===== src/rtl/serial_ctrl_pkg.sv =====
// Purpose: Constants shared by the serial control register block
// Assumes: Byte-wide CPU register port, one clock domain
// Notes: Offsets are register indices on the block's local select
`default_nettype none
package serial_ctrl_pkg;
   // Register indices on the local register port
   localparam logic [1:0] CTRL_ONE_IDX = 2'h0;
   localparam logic [1:0] CTRL_TWO_IDX = 2'h1;
   localparam logic [1:0] CTRL_THREE_IDX = 2'h2;
   // Control one field positions
   localparam int MOD_EN_POS = 6;
   localparam int LEN9_POS = 4;
   localparam int WAKE_SEL_POS = 3;
   localparam int PAR_EN_POS = 1;
   localparam int PAR_ODD_POS = 0;
   // Control two field positions
   localparam int TXE_IE_POS = 7;
   localparam int TXD_IE_POS = 6;
   localparam int RXF_IE_POS = 5;
   localparam int IDLE_IE_POS = 4;
   localparam int TX_EN_POS = 3;
   localparam int RX_EN_POS = 2;
   localparam int STBY_POS = 1;
   localparam int BRK_POS = 0;
   // Control three field positions
   localparam int RX9_POS = 7;
   localparam int TX9_POS = 6;
   localparam int OR_IE_POS = 3;
   localparam int NE_IE_POS = 2;
   localparam int FE_IE_POS = 1;
   localparam int PE_IE_POS = 0;
   // Reset values
   localparam logic [7:0] CTRL_RST = 8'h00;
   // Frame lengths in bit times
   localparam logic [3:0] FRAME_SHORT = 4'ha;
   localparam logic [3:0] FRAME_LONG = 4'hb;
   // Default bit period in clock cycles
   localparam int BIT_CYC_DEF = 16;
   // Transmitter states
   typedef enum logic [1:0] {TX_IDLE, TX_PRE, TX_BRK, TX_DATA} tx_state_t;
endpackage
`default_nettype wire


===== src/rtl/serial_ctrl.sv =====
// Purpose: Control registers and transmit sequencing of a serial interface
// Assumes: rx side delivers decoded characters and error flags as pulses/levels
// Notes: Baud divide is a simple fixed bit period parameter
`default_nettype none
module serial_ctrl
   import serial_ctrl_pkg::*;
#(
   parameter int BIT_CYC = BIT_CYC_DEF
)(
   input wire logic clk,
   input wire logic rst,
   input wire logic [1:0] reg_idx,
   input wire logic reg_wr,
   input wire logic [7:0] reg_wdata,
   output logic [7:0] reg_rdata,
   input wire logic data_wr,
   input wire logic [7:0] data_wdata,
   input wire logic rx_load,
   input wire logic [8:0] rx_char,
   input wire logic rx_idle_det,
   input wire logic rx_full_flag,
   input wire logic idle_flag,
   input wire logic overrun_flag,
   input wire logic noise_err_flag,
   input wire logic framing_flag,
   input wire logic parity_err_flag,
   output logic tx_line,
   output logic tx_empty_flag,
   output logic tx_done_flag,
   output logic tx_irq,
   output logic rx_irq,
   output logic err_irq,
   output logic rx_active
);
   // Control register storage
   logic [7:0] ctrl_one_r;
   logic [7:0] ctrl_two_r;
   logic [3:0] err_ie_r;
   logic rx_ninth_bit;
   logic tx_ninth_bit;
   // Transmit path state
   tx_state_t tx_state_r;
   logic [7:0] tx_hold_r;
   logic tx_hold_full_r;
   logic [10:0] tx_shift_r;
   logic [3:0] tx_bits_r;
   logic [15:0] baud_r;
   logic idle_pend_r;
   logic brk_seen_r;
   logic brk_mark_r;
   logic tx_en_q_r;
   logic tx_empty_r;
   // Decoded controls
   logic module_en, len9, parity_en, parity_odd_sel, wake_sel;
   logic tx_en, rx_en, rx_standby, send_brk;
   logic bit_tick;
   logic [3:0] frame_len;
   assign module_en = ctrl_one_r[MOD_EN_POS];
   assign len9 = ctrl_one_r[LEN9_POS];
   assign parity_en = ctrl_one_r[PAR_EN_POS];
   assign parity_odd_sel = ctrl_one_r[PAR_ODD_POS];
   assign wake_sel = ctrl_one_r[WAKE_SEL_POS];
   assign tx_en = ctrl_two_r[TX_EN_POS];
   assign rx_en = ctrl_two_r[RX_EN_POS];
   assign rx_standby = ctrl_two_r[STBY_POS];
   assign send_brk = ctrl_two_r[BRK_POS];
   assign bit_tick = (baud_r == 16'(BIT_CYC - 1));
   assign frame_len = len9 ? FRAME_LONG : FRAME_SHORT;

   // Builds a data frame, LSB first after the start bit
   function automatic logic [10:0] build_frame(input logic [7:0] d, input logic b8,
      input logic l9, input logic pe, input logic odd);
      logic par;
      logic [8:0] body;
      par = 1'b0;
      body = 9'h000;
      par = odd ^ (l9 ? ^d : ^d[6:0]);
      if (l9)
      begin
         body = {(pe ? par : b8), d};
      end
      else
      begin
         body = {1'b1, (pe ? par : d[7]), d[6:0]};
      end
      build_frame = {1'b1, body, 1'b0};
   endfunction

   // Control one, read/write
   always_ff @(posedge clk or posedge rst)
   begin
      if (rst)
         ctrl_one_r <= CTRL_RST;
      else if (reg_wr && reg_idx == CTRL_ONE_IDX)
         ctrl_one_r <= reg_wdata;
   end

   // Control two with enable protection and hardware wake clear
   always_ff @(posedge clk or posedge rst)
   begin
      if (rst)
         ctrl_two_r <= CTRL_RST;
      else
      begin
         if (reg_wr && reg_idx == CTRL_TWO_IDX)
         begin
            ctrl_two_r[7:4] <= reg_wdata[7:4];
            ctrl_two_r[1:0] <= reg_wdata[1:0];
            if (module_en)
               ctrl_two_r[3:2] <= reg_wdata[3:2];
         end
         if (rx_standby && rx_load && (wake_sel ? rx_char[len9 ? 8 : 7] : 1'b0))
            ctrl_two_r[STBY_POS] <= 1'b0;
         else if (rx_standby && rx_idle_det && !wake_sel)
            ctrl_two_r[STBY_POS] <= 1'b0;
      end
   end

   // Control three enables; reset clears enables
   always_ff @(posedge clk or posedge rst)
   begin
      if (rst)
         err_ie_r <= 4'h0;
      else if (reg_wr && reg_idx == CTRL_THREE_IDX)
         err_ie_r <= reg_wdata[3:0];
   end

   // Ninth bits have no reset
   // ninth bits untouched by reset
   always_ff @(posedge clk)
   begin
      if (reg_wr && reg_idx == CTRL_THREE_IDX)
         tx_ninth_bit <= reg_wdata[TX9_POS];
      if (rx_load && rx_en)
         rx_ninth_bit <= len9 ? rx_char[8] : rx_char[7];
   end

   // Register read mux
   always_ff @(posedge clk or posedge rst)
   begin
      if (rst)
         reg_rdata <= 8'h00;
      else if (reg_idx == CTRL_ONE_IDX)
         reg_rdata <= ctrl_one_r;
      else if (reg_idx == CTRL_TWO_IDX)
         reg_rdata <= ctrl_two_r;
      else if (reg_idx == CTRL_THREE_IDX)
         reg_rdata <= {rx_ninth_bit, tx_ninth_bit, 2'b00, err_ie_r};
      else
         reg_rdata <= 8'h00;
   end

   // Bit period counter
   always_ff @(posedge clk or posedge rst)
   begin
      if (rst)
         baud_r <= 16'h0000;
      else if (!module_en || bit_tick)
         baud_r <= 16'h0000;
      else
         baud_r <= baud_r + 16'h0001;
   end

   // Data holding register and its empty flag
   always_ff @(posedge clk or posedge rst)
   begin
      if (rst)
      begin
         tx_hold_r <= 8'h00;
         tx_hold_full_r <= 1'b0;
      end
      else if (!module_en)
         tx_hold_full_r <= 1'b0;
      else if (data_wr)
      begin
         tx_hold_r <= data_wdata;
         tx_hold_full_r <= 1'b1;
      end
      else if (tx_state_r == TX_IDLE && tx_en && bit_tick && tx_hold_full_r
               && !idle_pend_r && !send_brk && !brk_mark_r)
         tx_hold_full_r <= 1'b0;
   end

   // Enable history, idle queue and break edge tracking
   always_ff @(posedge clk or posedge rst)
   begin
      if (rst)
      begin
         tx_en_q_r <= 1'b0;
         idle_pend_r <= 1'b0;
         brk_seen_r <= 1'b0;
      end
      else
      begin
         tx_en_q_r <= tx_en;
         brk_seen_r <= send_brk;
         if (tx_en && !tx_en_q_r)
            idle_pend_r <= 1'b1;
         else if (tx_state_r == TX_IDLE && bit_tick && idle_pend_r)
            idle_pend_r <= 1'b0;
      end
   end

   // Transmit sequencer
   always_ff @(posedge clk or posedge rst)
   begin
      if (rst)
      begin
         tx_state_r <= TX_IDLE;
         tx_shift_r <= 11'h7ff;
         tx_bits_r <= 4'h0;
         brk_mark_r <= 1'b0;
      end
      else if (!module_en)
      begin
         tx_state_r <= TX_IDLE;
         tx_shift_r <= 11'h7ff;
         brk_mark_r <= 1'b0;
      end
      else if (bit_tick)
      begin
         case (tx_state_r)
            TX_IDLE:
            begin
               tx_shift_r <= 11'h7ff;
               if (!tx_en)
                  tx_bits_r <= 4'h0;
               else if (send_brk)
               begin
                  tx_state_r <= TX_BRK;
                  tx_shift_r <= 11'h000;
                  tx_bits_r <= frame_len;
                  brk_mark_r <= 1'b1;
               end
               else if (brk_mark_r)
               begin
                  tx_state_r <= TX_PRE;
                  tx_bits_r <= 4'h1;
                  brk_mark_r <= 1'b0;
               end
               else if (idle_pend_r)
               begin
                  tx_state_r <= TX_PRE;
                  tx_bits_r <= frame_len;
               end
               else if (tx_hold_full_r)
               begin
                  tx_state_r <= TX_DATA;
                  tx_shift_r <= build_frame(tx_hold_r, tx_ninth_bit, len9,
                     parity_en, parity_odd_sel);
                  tx_bits_r <= frame_len;
               end
            end
            default:
            begin
               tx_shift_r <= {1'b1, tx_shift_r[10:1]};
               tx_bits_r <= tx_bits_r - 4'h1;
               if (tx_bits_r == 4'h1)
               begin
                  if (tx_state_r == TX_BRK && send_brk && tx_en)
                  begin
                     tx_shift_r <= 11'h000;
                     tx_bits_r <= frame_len;
                  end
                  else
                     tx_state_r <= TX_IDLE;
               end
            end
         endcase
      end
   end

   // Line driver, idles high
   always_ff @(posedge clk or posedge rst)
   begin
      if (rst)
         tx_line <= 1'b1;
      else
         tx_line <= (tx_state_r == TX_IDLE) ? 1'b1 : tx_shift_r[0];
   end

   // Transmit flags
   always_ff @(posedge clk or posedge rst)
   begin
      if (rst)
      begin
         tx_empty_r <= 1'b1;
         tx_empty_flag <= 1'b1;
         tx_done_flag <= 1'b1;
      end
      else
      begin
         tx_empty_r <= !module_en || !tx_hold_full_r;
         tx_empty_flag <= !module_en || !tx_hold_full_r;
         tx_done_flag <= !module_en || (!tx_hold_full_r && tx_state_r == TX_IDLE
            && !idle_pend_r && !send_brk && !brk_mark_r);
      end
   end

   // Interrupt requests
   always_ff @(posedge clk or posedge rst)
   begin
      if (rst)
      begin
         tx_irq <= 1'b0;
         rx_irq <= 1'b0;
         err_irq <= 1'b0;
         rx_active <= 1'b0;
      end
      else
      begin
         tx_irq <= module_en && ((tx_empty_r && ctrl_two_r[TXE_IE_POS])
            || (tx_done_flag && ctrl_two_r[TXD_IE_POS]));
         rx_irq <= !rx_standby && ((rx_full_flag && ctrl_two_r[RXF_IE_POS])
            || (idle_flag && ctrl_two_r[IDLE_IE_POS]));
         err_irq <= (overrun_flag && err_ie_r[3]) || (noise_err_flag && err_ie_r[2])
            || (framing_flag && err_ie_r[1]) || (parity_err_flag && err_ie_r[0]);
         rx_active <= module_en && rx_en && !rx_standby;
      end
   end
endmodule // serial_ctrl
`default_nettype wire


===== config.mk =====
export PLATFORM = sky130hd
export DESIGN_NAME = serial_ctrl
export DESIGN_NICKNAME = d
export VERILOG_FILES = /design/src/rtl/serial_ctrl_pkg.sv /design/src/rtl/serial_ctrl.sv
export SDC_FILE = /design/constraint.sdc
export NUM_CORES = 1
export LEC_CHECK = 0
export BUFFER_PORTS_ARGS = -buffer_cell sky130_fd_sc_hd__buf_2
export CAP_MARGIN = 25
export CORE_UTILIZATION = 39
export DETAILED_ROUTE_END_ITERATION = 6
export SYNTH_ARGS = -nofsm -noshare
export SYNTH_HDL_FRONTEND = slang
export SYNTH_SLANG_ARGS = --single-unit

===== constraint.sdc =====
create_clock -name clk -period 3.72 [get_ports clk]
set_clock_uncertainty 0.2 [all_clocks]
set_input_delay 0.744 -clock clk [delete_from_list [all_inputs] [get_ports clk]]
set_output_delay 0.744 -clock clk [all_outputs]
set_load 0.02 [all_outputs]

==> results_dict.tcl <==
set metrics [dict create \
    path_common_cell "or4_1" \
    clock_latency_ns 0.35 \
    slowest_delay_ns 0.95 \
    p_clk_frac 0.291 \
    vdd_drop_max_v 0.0003220 \
    max_freq_mhz 345.9 \
    ys_seq_elements 82 \
    initial_utilization 0.3997 \
    end_kind "flip-flop" \
    postCtsSetupBuffers 0 \
    hold_buffers 0 \
    power.density_mw_per_mm2 503.9 \
    ys_seq_area_frac 0.5347 \
    clkSinkCount 82 \
    cts.clk_slew.worst_paths_ns 0.09 \
    drt_pre_antenna_iters 4 \
    critical_path.slowest_cell "or4_1" \
    synth.top_cells.by_count "66 x dfrtp_1, 44 x nand2_1, 33 x nor2_1, 24 x mux2_2, 22 x a21oi_1" \
    cts_root_buffer "clkbuf_8" \
    yosysMostFrequentCell "dfrtp_1" \
    syn_inst 372 \
    fin_crit_ns 2.891 \
    pre_cts_ws_ns 0.8105 \
    cts_max_path_buffers 2 \
    ys_warn_count 0 \
    netlist.area_leader.share 0.4247 \
    yosysTopAreaCell "dfrtp_1" \
    die_w_um 101.9 \
    wirelength_um 8383 \
    drc 0 \
    slew_violations 0 \
    synth-edff-count 2 \
    grt.overflow.total 0 \
    cp_max_fo 27 \
    hold_path.class "reg2reg" \
    antenna_cells 0 \
    seqPwrFrac 0.499 \
    num_rows 36 \
    nets 459 \
    grt_pass1_vias 2877 \
    dp_hpwl_um 5936 \
    die_area_mm2 0.01037 \
    rsz0062_at_grt "no" \
    fin_cells 555 \
    dp.cells 539 \
    antenna_found_initial 0 \
    io_pins 54 \
    crit_buf_inv 0 \
    portBuffers 46 \
    synth-compound-area-share 0.1055 \
    muxShareOfSynthArea 0.09781 \
    synth_area_mm2 0.003889 \
    relSlewSlack 0.4201 \
    arrival_ns 2.93 \
    syn_avg_cell_area_um2 10.45 \
    postRouteAntennaNets 0 \
    path_cells "or4_1 -> or4_1 -> nor3_2 -> mux2i_1 -> nor2b_1" \
    synth_fa_ha_area_frac 0.009653 \
    tightest_slew_ns 0.8698 \
    grt_usage 0.1804 \
    outcome "finished clean" \
    grt_pass1_wl_um 14240 \
    layout-drive-gt1-share 0.2559 \
    required_ns 3.76 \
    synth_xor_area_frac 0.05084 \
    synth_cell_types 50 \
    setup_viol 0 \
    cts_resized 0 \
    switching_power_mw 0.6826 \
    final_util 0.4597 \
    syn_to_final_growth_pct 15.03 \
    synth_top_family_by_area "simple AND/OR/NAND/NOR gates" \
    core_area_mm2 0.009729 \
    cts_made_buffers 9 \
    wire_per_inst_um 15.10 \
    synth_area_leaders "dfrtp_1 42%, dfstp_2 9.5%, mux2_2 6.9%" \
    p_int_mw 1.571 \
    synth-simple-area-share 0.1676 \
    maxCapViolations 0 \
    switching_share 0.3029 \
    leakage_nw 2.066 \
    die_height_um 101.9 \
    viasPerCell 5.114 \
    grt_max_degree 43 \
    hold_viol_final 0 \
    htreeDepth 3 \
    setup_slack_ns 0.8286 \
    synthArstFlopShare 0.9756 \
    period_share 0.7773 \
    tns_ns 0 \
    gp_congestion 0.7732 \
    combPwrFrac 0.210 \
    path_class "reg2reg" \
    vias 2838 \
    synth_fp_nets 414 \
    synth-main-ff-cell "dfrtp_1" \
    cts_tree "yes" \
    drt_iter0_drc 109 \
    crit_family "simple AND/OR/NAND/NOR gates" \
    cp-start-kind "flip-flop" \
]
## registers in the layout (all words and copies together), names as in the netlist, 4 cells and up
signal / count
tx_shift_r: 11
baud_r: 16
reg_rdata: 8
ctrl_two_r: 8
tx_bits_r: 4
tx_hold_r: 8
ctrl_one_r: 8
err_ie_r: 4
## worst reg2reg max path: stages (launching register included)
cell and delay [ns]:
dfrtp_1 0.43, or4_1 0.53, or4_1 0.95, nor3_2 0.40, mux2i_1 0.22, nor2b_1 0.06
## layer usage
layer  vias to the layer above  share of wire  global-route usage
met5                         -              0                   0
met4                         0          0.017             0.06484
met3                         9          0.046             0.04514
met2                        50           0.46              0.2729
met1                      1382           0.48              0.2520
li1                       1397              -                   -
## power by group through the flow
stage,clock network [mW],logic (mW),registers [mW]
2_1_floorplan,0,0.340,1.13
3_3_place_gp,0,0.461,1.14
3_5_place_dp,0,0.473,1.14
4_1_cts,0.682,0.478,1.12
5_1_grt,0.718,0.520,1.14
6_report,0.656,0.474,1.12
## per-stage QoR
step,hold slack (ns),instance area [um2],power (mW)
after CTS,0.2274,4473,2.285
after global routing,0.2567,4473,2.380
after global placement,0.2059,4269,1.598
after floorplan,0.1996,3889,1.468
after detailed placement,0.2300,4269,1.616
final,0.2277,4473,2.254
## final timing paths
kind,start,end,slack [ns],cells past startpoint
max in group asynchronous,rst,tx_line,2.31,3
min in group asynchronous,rst,reg_rdata[7],0.29,2
min,tx_en_q_r,idle_pend_r,0.23,1
min reg2reg,tx_en_q_r,idle_pend_r,0.23,1
max reg2reg,baud_r[11],tx_state_r[0],0.83,5
max,baud_r[11],tx_state_r[0],0.83,5
## layout by cell type (no fill, tap or decap), types with 3 or more instances in the layout
cell	instances
a21oi_1	22
nand3_1	10
or4_1	6
clkinv_4	3
nand4_1	5
o211ai_1	3
nand2_1	44
buf_4	4
a22oi_1	4
nand2b_1	4
ha_1	3
inv_1	16
nor2b_1	4
xnor2_1	10
buf_2	46
mux2_2	24
clkbuf_8	10
and3_1	5
xor2_1	10
and2_1	3
o311ai_1	5
dfstp_2	14
nor3b_1	4
dfrtp_1	66
o31ai_1	3
mux2i_1	11
nor2_1	33
o21ai_0	15
## cell type report
type	instances	area (um2)
clock buffer	11	141.4
timing repair buffer	51	280.3
fill	947	5256
inverter	17	65.06
multi-input combinational	256	1678
tap	133	166.4
clock inverter	5	62.56
sequential	82	2079
## logic make-up after synthesis
group / count (synthesis)
DFF: 82
and+or+nand+nor: 131
AOI/OAI and AO/OA: 66
muxes: 35
adders and majority gates: 3
xor gates and xnor gates: 21
buffers and inverters: 34
No activity file was read; power rests on OpenSTA's default activity.
